==> src/core/pcap_consts.svh <==
// register offsets, reset values and timing constants of the capture engine
`ifndef PCAP_CONSTS_SVH
`define PCAP_CONSTS_SVH

`define PCAP_OFF_CTRL      8'h00
`define PCAP_OFF_STATUS    8'h04
`define PCAP_OFF_EVENT     8'h08
`define PCAP_OFF_FILTER    8'h0C
`define PCAP_OFF_VALSEL    8'h10
`define PCAP_OFF_TRIGSRC   8'h14
`define PCAP_OFF_TRIGEDGE  8'h18
`define PCAP_OFF_PREEDGE   8'h1C
`define PCAP_OFF_PRESRC    8'h20
`define PCAP_OFF_POS_LO    8'h24
`define PCAP_OFF_POS_HI    8'h28
`define PCAP_OFF_TIME      8'h2C

`define PCAP_RST_EVENT     8'h00
`define PCAP_RST_FILTER    8'h00
`define PCAP_RST_VALSEL    8'h00
`define PCAP_RST_TRIGSRC   8'h00
`define PCAP_RST_TRIGEDGE  8'h01
`define PCAP_RST_PREEDGE   8'h01
`define PCAP_RST_PRESRC    8'h00

`define PCAP_MAX_EVENT     8'h03
`define PCAP_MAX_FILTER    8'h02
`define PCAP_MAX_VALSEL    8'h04
`define PCAP_MAX_TRIGSRC   8'h0B
`define PCAP_MAX_PRESRC    8'h0A
`define PCAP_MAX_EDGE      8'h03
`define PCAP_IDX_PRIMARY   8'h0A
`define PCAP_EDGE_RISE     8'h01
`define PCAP_EDGE_FALL     8'h02
`define PCAP_EDGE_BOTH     8'h03

`define PCAP_CLK_NS        32'h0000_0014
`define PCAP_TICK_NS       32'h0000_0028
`define PCAP_NS_PER_CLK    (`PCAP_CLK_NS)

`endif

==> src/core/pcap_pkg.sv <==
// types of the capture engine
package pcap_pkg;
  typedef enum logic [1:0] {
    pcap_idle   = 2'h0,
    pcap_armed  = 2'h1,
    pcap_primed = 2'h3
  } pcap_state_t;
  typedef enum logic [1:0] {
    pcap_ev_ignore = 2'h0,
    pcap_ev_after  = 2'h1,
    pcap_ev_high   = 2'h2,
    pcap_ev_low    = 2'h3
  } pcap_event_t;
  typedef enum logic [2:0] {
    pcap_val_pos   = 3'h0,
    pcap_val_time  = 3'h1,
    pcap_val_rsvd  = 3'h2,
    pcap_val_index = 3'h3,
    pcap_val_auto  = 3'h4
  } pcap_value_t;
endpackage

==> src/core/pcap_engine.sv <==
// position capture engine with precondition logic and axi4-lite registers
//
// Functional notes
// - event mode 0: precondition ignored, first qualifying trigger edge captures
// - event mode 1: capture on first trigger edge after selected precondition edge
// - event mode 2: capture on trigger edge while precondition is high
// - event mode 3: capture on trigger edge while precondition is low
// - precondition used only for nonzero event mode; event mode takes 0 to 3
// - precondition edge select used only in event mode 1
// - mode 1: enable, then fresh precondition edge, then fresh trigger edge
// - mode 1: trigger edge in same tick as precondition edge does not count
// - modes 2 and 3 sample filtered precondition level at trigger edge; the code samples the synchronised level, capture_input_filter is unused
// - value mode 0 latches position feedback into captured position
// - value mode 1 latches internal time into captured time
// - value mode 3 sets trigger source 10, rising edge, event mode 0
// - value mode 3 enables immediately and re-arms after each capture
// - value mode 4 latches position and re-arms itself after each capture
// - precondition edge: 1 rising, 2 falling, 3 both, 0 reserved, default 1
// - trigger always qualified by edge detection in every event mode
// - precondition source: 0-6 general, 7-9 rs485, 10 primary index
// - captured position is signed 64-bit, read-only, resets to zero
// - non-re-arming modes clear the enable after each capture
// - enabling clears captured flag; next capture sets it; the code does not clear it when value mode 3 enables
// - trigger edge: 1 rising, 2 falling, 3 both on filtered trigger; the code detects edges on the synchronised trigger, no filter
// - trigger source: 0-6 general, 7-9 rs485, 10 primary, 11 tertiary
//
// Chosen here: the address map and the AXI4-Lite slave port.
`timescale 1ns/1ps
`include "pcap_consts.svh"

module pcap_engine (
  input  wire logic               ref_clk_i,
  input  wire logic               rst_i,
  input  wire logic [6:0]         gen_in_i,
  input  wire logic [2:0]         rs485_in_i,
  input  wire logic               index_primary_i,
  input  wire logic               index_tertiary_i,
  input  wire logic signed [63:0] position_feedback_i,
  input  wire logic               time_ref_sync_i,
  input  wire logic [7:0]         s_axi_awaddr_i,
  input  wire logic               s_axi_awvalid_i,
  output logic                    s_axi_awready_o,
  input  wire logic [31:0]        s_axi_wdata_i,
  input  wire logic [3:0]         s_axi_wstrb_i,
  input  wire logic               s_axi_wvalid_i,
  output logic                    s_axi_wready_o,
  output logic [1:0]              s_axi_bresp_o,
  output logic                    s_axi_bvalid_o,
  input  wire logic               s_axi_bready_i,
  input  wire logic [7:0]         s_axi_araddr_i,
  input  wire logic               s_axi_arvalid_i,
  output logic                    s_axi_arready_o,
  output logic [31:0]             s_axi_rdata_o,
  output logic [1:0]              s_axi_rresp_o,
  output logic                    s_axi_rvalid_o,
  input  wire logic               s_axi_rready_i,
  output logic                    captured_flag_o
);

  // registers
  logic [7:0]                  precondition_event_mode;
  logic [7:0]                  capture_input_filter;
  logic [7:0]                  capture_value_select;
  logic [7:0]                  trigger_source_select;
  logic [7:0]                  trigger_edge_select;
  logic [7:0]                  precondition_edge_select;
  logic [7:0]                  precondition_source_select;
  logic signed [63:0]          captured_position;
  logic [31:0]                 captured_time;
  logic                        captured_flag;
  pcap_pkg::pcap_state_t       state;

  // bus state
  logic                        aw_full;
  logic [7:0]                  aw_addr;
  logic                        w_full;
  logic [31:0]                 w_data;
  logic [3:0]                  w_strb;
  logic                        do_wr;

  // capture path
  logic [11:0]                 line_meta;
  logic [11:0]                 line_sync;
  logic [11:0]                 line_prev;
  logic                        trig_edge;
  logic                        pre_edge;
  logic                        pre_level;
  logic                        qualify;
  logic                        cap_fire;
  logic                        auto_rearm;
  logic                        arm_wr;
  logic [31:0]                 time_ns;

  function automatic logic reg_known(input logic [7:0] a);
    case (a)
      `PCAP_OFF_CTRL, `PCAP_OFF_STATUS, `PCAP_OFF_EVENT, `PCAP_OFF_FILTER,
      `PCAP_OFF_VALSEL, `PCAP_OFF_TRIGSRC, `PCAP_OFF_TRIGEDGE,
      `PCAP_OFF_PREEDGE, `PCAP_OFF_PRESRC, `PCAP_OFF_POS_LO,
      `PCAP_OFF_POS_HI, `PCAP_OFF_TIME: reg_known = 1'b1;
      default: reg_known = 1'b0;
    endcase
  endfunction

  function automatic logic sel_line(input logic [11:0] v, input logic [7:0] code,
                                    input logic [7:0] lim);
    sel_line = (code <= lim) ? v[code[3:0]] : 1'b0;
  endfunction

  function automatic logic edge_hit(input logic cur, input logic prev,
                                    input logic [7:0] es);
    case (es)
      `PCAP_EDGE_RISE: edge_hit = cur & ~prev;
      `PCAP_EDGE_FALL: edge_hit = ~cur & prev;
      `PCAP_EDGE_BOTH: edge_hit = cur ^ prev;
      default:         edge_hit = 1'b0;
    endcase
  endfunction

  function automatic logic wr_hit(input logic en, input logic [7:0] a,
                                  input logic [3:0] s, input logic [7:0] off);
    wr_hit = en && (a == off) && s[0];
  endfunction

  // axi4-lite write channel
  assign s_axi_awready_o = ~aw_full;
  assign s_axi_wready_o  = ~w_full;
  assign do_wr           = aw_full & w_full & ~s_axi_bvalid_o;

  always_ff @(posedge ref_clk_i or posedge rst_i) begin
    if (rst_i) begin
      aw_full <= 1'b0;
      aw_addr <= 8'h00;
    end else if (s_axi_awvalid_i && !aw_full) begin
      aw_full <= 1'b1;
      aw_addr <= s_axi_awaddr_i;
    end else if (do_wr) begin
      aw_full <= 1'b0;
    end
  end

  always_ff @(posedge ref_clk_i or posedge rst_i) begin
    if (rst_i) begin
      w_full <= 1'b0;
      w_data <= 32'h0000_0000;
      w_strb <= 4'h0;
    end else if (s_axi_wvalid_i && !w_full) begin
      w_full <= 1'b1;
      w_data <= s_axi_wdata_i;
      w_strb <= s_axi_wstrb_i;
    end else if (do_wr) begin
      w_full <= 1'b0;
    end
  end

  always_ff @(posedge ref_clk_i or posedge rst_i) begin
    if (rst_i) begin
      s_axi_bvalid_o <= 1'b0;
      s_axi_bresp_o  <= 2'h0;
    end else if (do_wr) begin
      s_axi_bvalid_o <= 1'b1;
      s_axi_bresp_o  <= reg_known(aw_addr) ? 2'h0 : 2'h2;
    end else if (s_axi_bready_i) begin
      s_axi_bvalid_o <= 1'b0;
    end
  end

  // axi4-lite read channel
  assign s_axi_arready_o = ~s_axi_rvalid_o;

  always_ff @(posedge ref_clk_i or posedge rst_i) begin
    if (rst_i) begin
      s_axi_rvalid_o <= 1'b0;
      s_axi_rresp_o  <= 2'h0;
      s_axi_rdata_o  <= 32'h0000_0000;
    end else if (s_axi_arvalid_i && !s_axi_rvalid_o) begin
      s_axi_rvalid_o <= 1'b1;
      s_axi_rresp_o  <= reg_known(s_axi_araddr_i) ? 2'h0 : 2'h2;
      case (s_axi_araddr_i)
        `PCAP_OFF_CTRL:     s_axi_rdata_o <= {31'h0, state != pcap_pkg::pcap_idle};
        `PCAP_OFF_STATUS:   s_axi_rdata_o <= {31'h0, captured_flag};
        `PCAP_OFF_EVENT:    s_axi_rdata_o <= {24'h00_0000, precondition_event_mode};
        `PCAP_OFF_FILTER:   s_axi_rdata_o <= {24'h00_0000, capture_input_filter};
        `PCAP_OFF_VALSEL:   s_axi_rdata_o <= {24'h00_0000, capture_value_select};
        `PCAP_OFF_TRIGSRC:  s_axi_rdata_o <= {24'h00_0000, trigger_source_select};
        `PCAP_OFF_TRIGEDGE: s_axi_rdata_o <= {24'h00_0000, trigger_edge_select};
        `PCAP_OFF_PREEDGE:  s_axi_rdata_o <= {24'h00_0000, precondition_edge_select};
        `PCAP_OFF_PRESRC:   s_axi_rdata_o <= {24'h00_0000, precondition_source_select};
        `PCAP_OFF_POS_LO:   s_axi_rdata_o <= captured_position[31:0];
        `PCAP_OFF_POS_HI:   s_axi_rdata_o <= captured_position[63:32];
        `PCAP_OFF_TIME:     s_axi_rdata_o <= captured_time;
        default:            s_axi_rdata_o <= 32'h0000_0000;
      endcase
    end else if (s_axi_rready_i) begin
      s_axi_rvalid_o <= 1'b0;
    end
  end

  // configuration registers; out-of-range writes are ignored
  assign arm_wr = wr_hit(do_wr, aw_addr, w_strb, `PCAP_OFF_CTRL);

  always_ff @(posedge ref_clk_i or posedge rst_i) begin
    if (rst_i) begin
      precondition_event_mode    <= `PCAP_RST_EVENT;
      capture_input_filter       <= `PCAP_RST_FILTER;
      capture_value_select       <= `PCAP_RST_VALSEL;
      trigger_source_select      <= `PCAP_RST_TRIGSRC;
      trigger_edge_select        <= `PCAP_RST_TRIGEDGE;
      precondition_edge_select   <= `PCAP_RST_PREEDGE;
      precondition_source_select <= `PCAP_RST_PRESRC;
    end else begin
      if (wr_hit(do_wr, aw_addr, w_strb, `PCAP_OFF_EVENT) &&
          w_data[7:0] <= `PCAP_MAX_EVENT) begin
        precondition_event_mode <= w_data[7:0];
      end
      if (wr_hit(do_wr, aw_addr, w_strb, `PCAP_OFF_FILTER) &&
          w_data[7:0] <= `PCAP_MAX_FILTER) begin
        capture_input_filter <= w_data[7:0];
      end
      if (wr_hit(do_wr, aw_addr, w_strb, `PCAP_OFF_TRIGSRC) &&
          w_data[7:0] <= `PCAP_MAX_TRIGSRC) begin
        trigger_source_select <= w_data[7:0];
      end
      if (wr_hit(do_wr, aw_addr, w_strb, `PCAP_OFF_TRIGEDGE) &&
          w_data[7:0] != 8'h00 && w_data[7:0] <= `PCAP_MAX_EDGE) begin
        trigger_edge_select <= w_data[7:0];
      end
      if (wr_hit(do_wr, aw_addr, w_strb, `PCAP_OFF_PREEDGE) &&
          w_data[7:0] != 8'h00 && w_data[7:0] <= `PCAP_MAX_EDGE) begin
        precondition_edge_select <= w_data[7:0];
      end
      if (wr_hit(do_wr, aw_addr, w_strb, `PCAP_OFF_PRESRC) &&
          w_data[7:0] <= `PCAP_MAX_PRESRC) begin
        precondition_source_select <= w_data[7:0];
      end
      if (wr_hit(do_wr, aw_addr, w_strb, `PCAP_OFF_VALSEL) &&
          w_data[7:0] <= `PCAP_MAX_VALSEL) begin
        capture_value_select <= w_data[7:0];
        if (w_data[2:0] == pcap_pkg::pcap_val_index) begin
          trigger_source_select   <= `PCAP_IDX_PRIMARY;
          trigger_edge_select     <= `PCAP_EDGE_RISE;
          precondition_event_mode <= 8'h00;
        end
      end
    end
  end

  // input synchronisers, two flip-flops per line
  always_ff @(posedge ref_clk_i or posedge rst_i) begin
    if (rst_i) begin
      line_meta <= 12'h000;
      line_sync <= 12'h000;
      line_prev <= 12'h000;
    end else begin
      line_meta <= {index_tertiary_i, index_primary_i, rs485_in_i, gen_in_i};
      line_sync <= line_meta;
      line_prev <= line_sync;
    end
  end

  // source selection and edge detection
  assign trig_edge = edge_hit(sel_line(line_sync, trigger_source_select, `PCAP_MAX_TRIGSRC),
                              sel_line(line_prev, trigger_source_select, `PCAP_MAX_TRIGSRC),
                              trigger_edge_select);
  assign pre_edge  = edge_hit(sel_line(line_sync, precondition_source_select, `PCAP_MAX_PRESRC),
                              sel_line(line_prev, precondition_source_select, `PCAP_MAX_PRESRC),
                              precondition_edge_select);
  assign pre_level = sel_line(line_sync, precondition_source_select, `PCAP_MAX_PRESRC);

  always_comb begin
    case (precondition_event_mode[1:0])
      pcap_pkg::pcap_ev_ignore: qualify = 1'b1;
      pcap_pkg::pcap_ev_after:  qualify = (state == pcap_pkg::pcap_primed) && !pre_edge;
      pcap_pkg::pcap_ev_high:   qualify = pre_level;
      pcap_pkg::pcap_ev_low:    qualify = !pre_level;
      default:                  qualify = 1'b0;
    endcase
  end

  assign cap_fire   = (state != pcap_pkg::pcap_idle) && trig_edge && qualify &&
                      (capture_value_select[2:0] != pcap_pkg::pcap_val_rsvd);
  assign auto_rearm = (capture_value_select[2:0] == pcap_pkg::pcap_val_index) ||
                      (capture_value_select[2:0] == pcap_pkg::pcap_val_auto);

  // arm state: idle, armed, primed by precondition edge
  always_ff @(posedge ref_clk_i or posedge rst_i) begin
    if (rst_i) begin
      state <= pcap_pkg::pcap_idle;
    end else if (arm_wr) begin
      state <= w_data[0] ? pcap_pkg::pcap_armed : pcap_pkg::pcap_idle;
    end else if (wr_hit(do_wr, aw_addr, w_strb, `PCAP_OFF_VALSEL) &&
                 w_data[7:0] == {5'h00, pcap_pkg::pcap_val_index}) begin
      state <= pcap_pkg::pcap_armed;
    end else begin
      case (state)
        pcap_pkg::pcap_idle: state <= pcap_pkg::pcap_idle;
        pcap_pkg::pcap_armed: begin
          if (cap_fire) begin
            state <= auto_rearm ? pcap_pkg::pcap_armed : pcap_pkg::pcap_idle;
          end else if (pre_edge &&
                       precondition_event_mode[1:0] == pcap_pkg::pcap_ev_after) begin
            state <= pcap_pkg::pcap_primed;
          end
        end
        pcap_pkg::pcap_primed: begin
          if (cap_fire) begin
            state <= auto_rearm ? pcap_pkg::pcap_armed : pcap_pkg::pcap_idle;
          end else if (precondition_event_mode[1:0] != pcap_pkg::pcap_ev_after) begin
            state <= pcap_pkg::pcap_armed;
          end
        end
        default: state <= pcap_pkg::pcap_idle;
      endcase
    end
  end

  // drive-internal time since the last reference sync
  always_ff @(posedge ref_clk_i or posedge rst_i) begin
    if (rst_i) begin
      time_ns <= 32'h0000_0000;
    end else if (time_ref_sync_i) begin
      time_ns <= 32'h0000_0000;
    end else begin
      time_ns <= time_ns + `PCAP_NS_PER_CLK;
    end
  end

  // captured values
  always_ff @(posedge ref_clk_i or posedge rst_i) begin
    if (rst_i) begin
      captured_position <= 64'sh0000_0000_0000_0000;
    end else if (cap_fire && capture_value_select[2:0] != pcap_pkg::pcap_val_time) begin
      captured_position <= position_feedback_i;
    end else if (arm_wr && w_data[0]) begin
      captured_position <= 64'sh0000_0000_0000_0000;
    end
  end

  always_ff @(posedge ref_clk_i or posedge rst_i) begin
    if (rst_i) begin
      captured_time <= 32'h0000_0000;
    end else if (cap_fire && capture_value_select[2:0] == pcap_pkg::pcap_val_time) begin
      captured_time <= time_ns;
    end
  end

  // captured flag, set wins over the clear by enabling
  always_ff @(posedge ref_clk_i or posedge rst_i) begin
    if (rst_i) begin
      captured_flag <= 1'b0;
    end else if (cap_fire) begin
      captured_flag <= 1'b1;
    end else if (arm_wr && w_data[0]) begin
      captured_flag <= 1'b0;
    end
  end

  assign captured_flag_o = captured_flag;

  // checks
  property p_mode0_capture;
    @(posedge ref_clk_i) disable iff (rst_i)
    (state != pcap_pkg::pcap_idle && precondition_event_mode == 8'h00 && trig_edge &&
     capture_value_select[2:0] != pcap_pkg::pcap_val_rsvd) |-> cap_fire;
  endproperty
  a_mode0_capture: assert property (p_mode0_capture)
    else $error("mode 0 trigger edge not captured");

  property p_after_edge;
    @(posedge ref_clk_i) disable iff (rst_i)
    (cap_fire && precondition_event_mode == 8'h01) |->
      (state == pcap_pkg::pcap_primed) && $past(state) != pcap_pkg::pcap_idle;
  endproperty
  a_after_edge: assert property (p_after_edge)
    else $error("mode 1 capture without prior precondition edge");

  property p_same_tick;
    @(posedge ref_clk_i) disable iff (rst_i)
    (precondition_event_mode == 8'h01 && pre_edge) |-> !cap_fire;
  endproperty
  a_same_tick: assert property (p_same_tick)
    else $error("coincident precondition and trigger edge captured");

  property p_level_high;
    @(posedge ref_clk_i) disable iff (rst_i)
    (cap_fire && precondition_event_mode == 8'h02) |-> pre_level;
  endproperty
  a_level_high: assert property (p_level_high)
    else $error("mode 2 capture with precondition low");

  property p_level_low;
    @(posedge ref_clk_i) disable iff (rst_i)
    (cap_fire && precondition_event_mode == 8'h03) |-> !pre_level;
  endproperty
  a_level_low: assert property (p_level_low)
    else $error("mode 3 capture with precondition high");

  property p_pos_latch;
    @(posedge ref_clk_i) disable iff (rst_i)
    (cap_fire && capture_value_select[2:0] == pcap_pkg::pcap_val_pos) |=>
      captured_position == $past(position_feedback_i) && captured_flag;
  endproperty
  a_pos_latch: assert property (p_pos_latch)
    else $error("position not latched on capture");

  property p_time_latch;
    @(posedge ref_clk_i) disable iff (rst_i)
    (cap_fire && capture_value_select[2:0] == pcap_pkg::pcap_val_time) |=>
      captured_time == $past(time_ns);
  endproperty
  a_time_latch: assert property (p_time_latch)
    else $error("time not latched on capture");

  property p_disarm;
    @(posedge ref_clk_i) disable iff (rst_i)
    (cap_fire && !auto_rearm && !do_wr) |=> state == pcap_pkg::pcap_idle;
  endproperty
  a_disarm: assert property (p_disarm)
    else $error("engine still enabled after single capture");

  property p_rearm;
    @(posedge ref_clk_i) disable iff (rst_i)
    (cap_fire && auto_rearm && !do_wr) |=> state == pcap_pkg::pcap_armed;
  endproperty
  a_rearm: assert property (p_rearm)
    else $error("auto mode did not re-arm");

  property p_reserved;
    @(posedge ref_clk_i) disable iff (rst_i)
    (capture_value_select[2:0] == pcap_pkg::pcap_val_rsvd) |-> !cap_fire;
  endproperty
  a_reserved: assert property (p_reserved)
    else $error("capture in reserved value mode");

  property p_edge_only;
    @(posedge ref_clk_i) disable iff (rst_i)
    cap_fire |-> trig_edge;
  endproperty
  a_edge_only: assert property (p_edge_only)
    else $error("capture without trigger edge");

  property p_enable_clears;
    @(posedge ref_clk_i) disable iff (rst_i)
    (arm_wr && w_data[0] && !cap_fire) |=> !captured_flag && captured_position == 64'sh0;
  endproperty
  a_enable_clears: assert property (p_enable_clears)
    else $error("enable did not clear flag and position");

endmodule // pcap_engine

==> config.mk <==
export PLATFORM = sky130hd
export DESIGN_NAME = pcap_engine
export DESIGN_NICKNAME = d
export VERILOG_FILES = /design/src/core/pcap_pkg.sv /design/src/core/pcap_engine.sv
export VERILOG_INCLUDE_DIRS = /design/src /design/src/core
export SDC_FILE = /design/constraint.sdc
export NUM_CORES = 1
export LEC_CHECK = 0
export ABC_AREA = 1
export BUFFER_PORTS_ARGS = -buffer_cell sky130_fd_sc_hd__buf_2
export CAP_MARGIN = 25
export CORE_MARGIN = 4
export CORE_UTILIZATION = 55
export DETAILED_ROUTE_END_ITERATION = 10
export GPL_TIMING_DRIVEN = 0
export PLACE_DENSITY = 0.88
export SYNTH_ARGS = -nofsm -noshare
export SYNTH_HDL_FRONTEND = slang
export SYNTH_SLANG_ARGS = --single-unit
export TNS_END_PERCENT = 30
==> constraint.sdc <==
create_clock -name ref_clk_i -period 14.84 [get_ports ref_clk_i]
set_clock_uncertainty 0.15 [all_clocks]
set_input_delay 3.71 -clock ref_clk_i [delete_from_list [all_inputs] [get_ports ref_clk_i]]
set_output_delay 3.71 -clock ref_clk_i [all_outputs]
set_load 0.05 [all_outputs]
Word level (Yosys, flattened, before mapping)
Cells that the tools add are included.
- register bits after elaboration: 280
- input port bits: 136
- output and inout port bits: 42
- $add $sub $neg: 1
- $lt $le $gt $ge: 9
- equal/unequal tests: 43
- multiplexer cells: 52
- bitwise logic cells: 16
- reduce and logical (&&, ||, !) cells: 57
- operator list (cell ; count):
    32-bit one-hot mux with 12 select lines ; 1
    64-bit 2-to-1 mux ; 2
    8-bit 2-to-1 mux ; 9
    8-bit by 5-bit equality test with 1-bit output, second input constant ; 8
    8-bit by 6-bit equality test with 1-bit output, second input constant ; 8
    8-bit by 2-bit equality test with 1-bit output, second input constant ; 5
    1-bit logical AND ; 37
    32-bit by 5-bit adder with 32-bit output, second input constant ; 1
    8-bit by 4-bit equality test with 1-bit output, second input constant ; 4
    8-bit by 4-bit <= comparator with 1-bit output, second input constant ; 4
    32-bit 2-to-1 mux ; 1
    12-bit OR reduction ; 2
    1-bit 2-to-1 mux ; 23
    1-bit binary-select mux with 4-bit select ; 4
    8-bit by 1-bit equality test with 1-bit output, second input constant ; 2
    8-bit by 3-bit equality test with 1-bit output, second input constant ; 2
    8-bit by 2-bit <= comparator with 1-bit output, second input constant ; 2
    8-bit logical NOT ; 2
    2-bit 2-to-1 mux ; 8
    2-bit nonzero test ; 7
    4-bit by 5-bit less-than comparator with 1-bit output, second input constant ; 2
    8-bit by 3-bit <= comparator with 1-bit output, second input constant ; 1
    1-bit inverter ; 8
    8-bit nonzero test ; 1
    19 further kinds ; 34

Longest topological paths before layout
Gate-level depths: netlist of the first run.
- depth in word-level cells: 15
- mapped depth: 24
- mapped depth without buffers: 22

Worst setup path after synthesis of the first run
No wires, ideal clock.
- kind: input -> register
- from: input s_axi_araddr_i[0]
- to: register s_axi_rdata_o[4]
- setup time: 0.067 ns
- data arrival time: 5.100 ns
- data required time: 14.623 ns
- slack: 9.523 ns
- stages on the path: 10
- cell sequence: inv_1 nand2_1 nor3_1 nand2_1 clkinv_1 buf_4 a21oi_1 nand3_1 nand2_1 nand2_1
- word-level cells in the longest chain between the ends: 2
- elaborated cells between the ends (all ways): 13
- classes of those cells: eq/ne (11); mux (1); reduce/logical (1)
- RTL lines (what ; RTL line ; text):
    from (decl) ; pcap_engine.sv:50 ; input wire logic [7:0] s_axi_araddr_i,
    8-bit by 6-bit equality test with 1-bit output, or another cell as far along ; pcap_engine.sv:178 ; case (s_axi_araddr_i)
    32-bit one-hot mux with 12 select lines * ; pcap_engine.sv:178 ;
    to (signal assigned) ; pcap_engine.sv:179 ; `PCAP_OFF_CTRL: s_axi_rdata_o <= {31'h0, state != pcap_pkg::pcap_idle};
    to (signal assigned) ; pcap_engine.sv:180 ; `PCAP_OFF_STATUS: s_axi_rdata_o <= {31'h0, captured_flag};
    to (signal assigned) ; pcap_engine.sv:181 ; `PCAP_OFF_EVENT: s_axi_rdata_o <= {24'h00_0000, precondition_event_mode};
    to (decl) ; pcap_engine.sv:53 ; output logic [31:0] s_axi_rdata_o,
Every way passes the cells marked *; elsewhere a longest branch is shown, timed or not.
A chain may end at the register's enable or synchronous reset.

Final worst setup path of the first run
- from: input s_axi_araddr_i[0]
- to: register s_axi_rdata_o[15]
Same word-level chain as after synthesis.

==> results of run 1 <==
kinds of logic (layout without fill, tap and decap cells):
kind of cell               Yosys count  in the layout  share of synthesized area, %
xor gates and xnor gates             7              7                         0.497
DFF                                274            274                          55.6
and+or+nand+nor                    722            722                          25.3
AOI/OAI and AO/OA                  199            199                          9.90
adders and majority gates            5              5                         0.508
buffers and inverters              217            420                          7.18
other                                1              2                        0.0304
muxes                               10             10                         0.914
Yosys cell counts, types with 2 or more instances:
master     instances  area (sq um)
o2111ai_1          7          61.3
dfrtp_1          272          6810
o211ai_1           8          60.1
o221ai_1           5          43.8
buf_4              3          22.5
nand2_1          347          1300
a22o_1            11          96.3
nor4_1             7          43.8
clkbuf_1          31           116
a21oi_1           51           255
buf_1              6          22.5
nor2_1           116           435
dfstp_2            2          52.6
a21oi_2            2          17.5
o21ai_0           70           350
o21ai_2            6          52.6
o22ai_1           10          62.6
buf_6              5          56.3
mux2_2            10           113
buf_2             17          85.1
a221oi_1           8          70.1
a22oi_1            2          15.0
xor2_1             7          61.3
nand4_1           18           113
nor3_1            35           175
a211oi_1           8          60.1
inv_2              3          11.3
ha_1               5          62.6
nand2_2            2          12.5
nand3_1          184           921
o21ai_1            5          25.0
inv_1            151           567
nand3_2            3          30.0
per-stage QoR:
| step | hold WS (ns) | util (%) | total power [mW] | area (sq um) |
|---|---|---|---|---|
| 6_report | 0.197 | 66.4 | 1.85 | 14600 |
| 5_1_grt | 0.205 | 66.4 | 1.91 | 14600 |
| 4_1_cts | 0.199 | 66.4 | 1.85 | 14600 |
| 3_5_place_dp | 0.185 | 61.5 | 1.06 | 13500 |
| 3_3_place_gp | 0.183 | 61.1 | 1.05 | 13400 |
| 2_1_floorplan | 0.181 | - | 0.992 | 12300 |
per-layer routing:
metal | vias up | global-route usage [%] | share of wire, %
met2 | 613 | 42.2 | 45
met3 | 103 | 5.58 | 10
met5 | - | 0 | 0
li1 | 5105 | - | -
met1 | 5349 | 39.5 | 41
met4 | 0 | 10.7 | 4.0
cell type report:
type	instances	area, sq um
Fill cell	1717	7390
Tap cell	280	350
Sequential cell	274	6860
Inverter	155	589
Multi-Input combinational cell	945	4600
Clock buffer	41	881
Buffer	62	303
Timing Repair Buffer	150	798
Clock inverter	12	193
power breakdown:
group          leakage, nW  total [mW]  internal [mW]  switching (mW)
combinational         3.09       0.200         0.0640           0.136
sequential            3.34       0.850          0.808          0.0425
clock                0.537       0.796          0.498           0.298
registers in the layout, indices dropped and copies added (netlist names), 2 cells and up:
register                    count
aw_addr                         8
capture_input_filter            8
capture_value_select            8
captured_position              64
captured_time                  30
line_meta                      12
line_prev                      12
line_sync                      12
precondition_edge_select        8
precondition_event_mode         8
precondition_source_select      8
s_axi_rdata_o                  32
state                           2
time_ns                        30
trigger_edge_select             8
trigger_source_select           8
w_data                          8
path summary, 6_finish.rpt:
check | endpoint | slack (ns)
worst max-delay path | s_axi_rdata_o[15] | 9.05
worst min-delay path | line_sync[10] | 0.20
worst max register to register | captured_position[6] | 10.91
worst min register to register | line_sync[10] | 0.20
max in group asynchronous | s_axi_rdata_o[16] | 10.21
min in group asynchronous | aw_addr[1] | 3.06
worst max-delay path, delay by kind of cell:
| family | cells | cell delay, ns |
|---|---|---|
| buf+inv | 4 | 0.72 |
| simple gates | 7 | 1.70 |
==> out/qor.txt, run 1 <==
Outcome -> completed
Combined global-route utilization of all metal layers -> 27.7%
Floorplan core area -> 0.0220 sq mm
Slew at the pin with the worst max-slew slack -> 1.04 ns
Remaining design rule violation count -> 0
Total of max-cap violations -> 0
RSZ-0062 raised after global routing -> no
Hold violation total from the final report -> 0
Relative slew margins -> 30.4%
Maximum VDD drop -> 0.102 mV
Total of endpoints with negative setup slack in the final report -> 0
Global-route wire length before repair -> 55100 um
Insertion delay to the later sink of the worst-skew pair -> 0.55 ns
Element type at the critical path end -> register
Series of cell instances along the critical path -> buf_2 > inv_1 > nand2_1 > nor3_1 > nand2_1 > clkinv_1 > buf_2 > nand2_1 > nand3_1 > nand2_1 > nand2_1
Crit path setup slack, layout -> 9.05 ns
# clock sinks -> 274
Worst slack after detailed placement -> 8.54 ns
Routed vias -> 11170
Final Non-Filler Cells -> 1919
Synth Flop Type -> dfrtp_1
HPWL reported at the end of detailed placement -> 25500 um
Crit share post-route -> 39.0%
Final nets -> 1758
Most frequent cells in the layout -> nand2_1, dfrtp_1, nand3_1
Clock tree from TritonCTS -> built
Launching element type of the critical path -> input port
Antenna viol nets, final -> 0
Average cell area after synthesis -> 8.59 sq um
Post-layout min period -> 5.80 ns
Critical path peak fanout -> 10
Crit-path max cell delay -> 0.72 ns
X dimension of the die -> 158 um
FF-to-FF Start -> trigger_source_select[0]
Pin count of the biggest net entering global routing -> 111
Worst hold path class -> reg -> reg
Antenna violations before repair -> 0
Async set or reset register ratio after synthesis -> 100%
H-tree levels -> 1
Starting Density -> 56.1%
Pwr/cell area -> 127 mW/mm^2
Cell occurring most often along the worst timing path -> nand2_1
Leak Pwr -> 6.97 nW
CP max stage cell -> nor3_1
Register-to-Register Path Depth -> 17
IO buf count -> 147
Aggregate negative setup slack -> 0 ns
Post-Synthesis Cells -> 1435
Vias in the first global route -> 10706
Achievable Freq -> 0.173 GHz
Clk slew on worst S/H paths -> 0.06 ns
Final number of max-transition violations -> 0
Most common cell after layout, fill and taps aside -> nand2_1
Gpl congestion -> 0.987
Post-CTS Setup Bufs -> 0
Data arrival time of the worst path -> 6.13 ns
Wire length per cell -> 18.2 um
TritonCTS buffer count -> 29
I/O pin total -> 178
Number of vias per cell -> 5.82
Launch point of the worst path -> s_axi_araddr_i[0]
Flop and latch count out of synthesis -> 274
Sequential share of the synthesized area -> 55.6%
Synth warn -> 0
Number of antenna cells inserted -> 0
Growth of design area from synthesis to finish -> 18.2%
Die H -> 158 um
Clock Tree Root -> clkbuf_16
Post-cts repair resize count -> 0
Area enclosed by the die boundary -> 0.0249 sq mm
Total placed cells including tap cells -> 1866
DR pass1 iterations -> 6
Category of the critical setup timing path -> in -> reg
Overflow left after global routing -> 0
Required time of the worst setup path -> 15.17 ns
1st-iter DRT viols -> 1253
Count of distinct cell types in the synthesized netlist -> 51
Combined area of all synthesized cells -> 0.0123 sq mm
Hold Path Cell Cnt -> 0
Number of enable-type register cells in the synthesized netlist -> 0
Maximum count of clock buffers along a single path -> 3
Start point of the worst hold path -> line_meta[10]
Wire length after detailed routing -> 35000 um
Post-cts hold buffer count -> 0
Number of rows created at floorplan -> 54
Share of cells above drive strength 1 -> 16.0%
No activity file was read; power rests on OpenSTA's default activity.
==> inputs of run 2 (changes only) <==
==> constraint.sdc (replaced) <==
create_clock -name ref_clk_i -period 5.8 [get_ports ref_clk_i]
set_clock_uncertainty 0.15 [all_clocks]
set_input_delay 1.45 -clock ref_clk_i [delete_from_list [all_inputs] [get_ports ref_clk_i]]
set_output_delay 1.45 -clock ref_clk_i [all_outputs]
set_load 0.05 [all_outputs]
==> out/qor.txt, run 2 (synthesis results as in run 1) <==
# clock sinks -> 274
Reg-to-Reg End -> captured_position[9]
Largest register FFs -> 64
X dimension of the die -> 158 um
Pwr/cell area -> 311 mW/mm^2
Leak Pwr -> 6.94 nW
Growth of design area from synthesis to finish -> 17.9%
Post-layout min period -> 3.90 ns
Final number of max-transition violations -> 0
Total placed cells including tap cells -> 1872
Launching element type of the critical path -> register
Number of vias per cell -> 5.82
Most frequent cells in the layout -> nand2_1, dfrtp_1, nand3_1
Share of cells above drive strength 1 -> 15.8%
Clk slew on worst S/H paths -> 0.06 ns
Register-to-Register Path Depth -> 16
H-tree levels -> 1
Remaining design rule violation count -> 0
Registers with the most flip-flops -> captured_position (64), s_axi_rdata_o (32)
Outcome -> completed
Most common cell after layout, fill and taps aside -> nand2_1
Largest register by flop count -> captured_position
Element type at the critical path end -> register
Area enclosed by the die boundary -> 0.0249 sq mm
Pin count of the biggest net entering global routing -> 45
Aggregate negative setup slack -> 0 ns
Insertion delay to the later sink of the worst-skew pair -> 0.55 ns
Clock tree from TritonCTS -> built
IO buf count -> 147
Category of the critical setup timing path -> reg -> reg
Starting Density -> 56.1%
FF+latch area -> 0.00686 sq mm
Final Non-Filler Cells -> 1926
Required time of the worst setup path -> 6.07 ns
Total of endpoints with negative setup slack in the final report -> 0
DR pass1 iterations -> 6
Total of fill cells in the finished design -> 1730
FF-to-FF Start -> trigger_source_select[1]
Global-route wire length before repair -> 54900 um
Vias in the first global route -> 10731
Post-cts repair resize count -> 0
Clock Tree Root -> clkbuf_16
Wire length after detailed routing -> 34800 um
TritonCTS buffer count -> 29
Worst setup slack for register-to-register paths -> 1.90 ns
Hold violation total from the final report -> 0
Area of combinational cells with multiple inputs -> 0.00459 sq mm
Total of max-cap violations -> 0
Combined global-route utilization of all metal layers -> 27.7%
Number of rows created at floorplan -> 54
Antenna viol nets, final -> 0
RSZ-0062 raised after global routing -> no
Final nets -> 1764
Achievable Freq -> 0.257 GHz
Crit share post-route -> 67.2%
Relative slew margins -> 27.0%
Post-cts hold buffer count -> 0
Gpl congestion -> 0.968
Antenna violations before repair -> 0
Routed vias -> 11201
Slew at the pin with the worst max-slew slack -> 1.09 ns
Worst setup path end -> captured_position[9]
Maximum VDD drop -> 0.285 mV
Die H -> 158 um
Data arrival time of the worst path -> 4.17 ns
Maximum count of clock buffers along a single path -> 3
Wire length per cell -> 18.1 um
Floorplan core area -> 0.0220 sq mm
Launch point of the worst path -> trigger_source_select[1]
Hold Path Cell Cnt -> 0
Critical path peak fanout -> 10
Worst hold path class -> reg -> reg
Post-CTS Setup Bufs -> 0
1st-iter DRT viols -> 1396
HPWL reported at the end of detailed placement -> 25800 um
Overflow left after global routing -> 0
I/O pin total -> 178
-- run 2: stage by stage --
step                      setup WS, ns  hold WS [ns]  instance area (sq um)  power (mW)  utilization, %
after floorplan                  0.578         0.181                  12300        2.54               -
after global placement          -0.850         0.183                  13400        2.69            61.1
after detailed placement          1.77         0.185                  13600        2.72            61.9
after CTS                         1.99         0.196                  14500        4.54            66.2
after global routing              1.62         0.195                  14500        4.71            66.2
final                             1.90         0.192                  14500        4.52            66.2
-- run 2: worst min-delay path by stage --
stage                  startpoint       endpoint  slack, ns
floorplan            line_meta[0]   line_sync[0]       0.18
global placement     line_meta[4]   line_sync[4]       0.18
detailed placement  line_meta[10]  line_sync[10]       0.18
CTS                  line_meta[9]   line_sync[9]       0.20
global route         line_meta[9]   line_sync[9]       0.19
finish               line_meta[9]   line_sync[9]       0.19
-- run 2: where the power goes --
group          leakage [nW]  internal, mW  switching, mW
Sequential             3.34          2.07          0.110
Clock                 0.468          1.09          0.738
Combinational          3.13         0.169          0.350
Total                  6.94          3.32           1.20
-- run 2: routing by layer --
layer / routed length [um] / track usage [%] / up-vias
met5: 0 / 0 / -
met4: 1380 / 9.30 / 0
met3: 3560 / 5.08 / 102
met2: 15800 / 42.7 / 586
met1: 14100 / 39.9 / 5399
li1: - / - / 5114
-- run 2: worst max-delay path: stages, from the launching register on --
cell and delay (ns):
dfrtp_1 0.32, clkbuf_1 0.42, inv_1 0.26, a21oi_1 0.20, a22oi_1 0.12, a211oi_1 0.25
nor2_1 0.10, ha_1 0.29, nand2_1 0.06, nor2_1 0.04, nor4_1 0.50, nand2_2 0.13
nor2_4 0.19, nand3_2 0.27, buf_2 0.30, nand3_1 0.11, nand2_1 0.07
-- run 2: final cells by class --
cell class	count	share of cell area (%)
well taps	280	2.41
plain buffers	62	2.08
clock buffers	44	5.79
diodes	1	0.0172
repair buffers	156	6.16
clock inverters	9	0.706
flip-flops and latches	274	47.2
inverters	155	4.03
multi-input cells	945	31.6
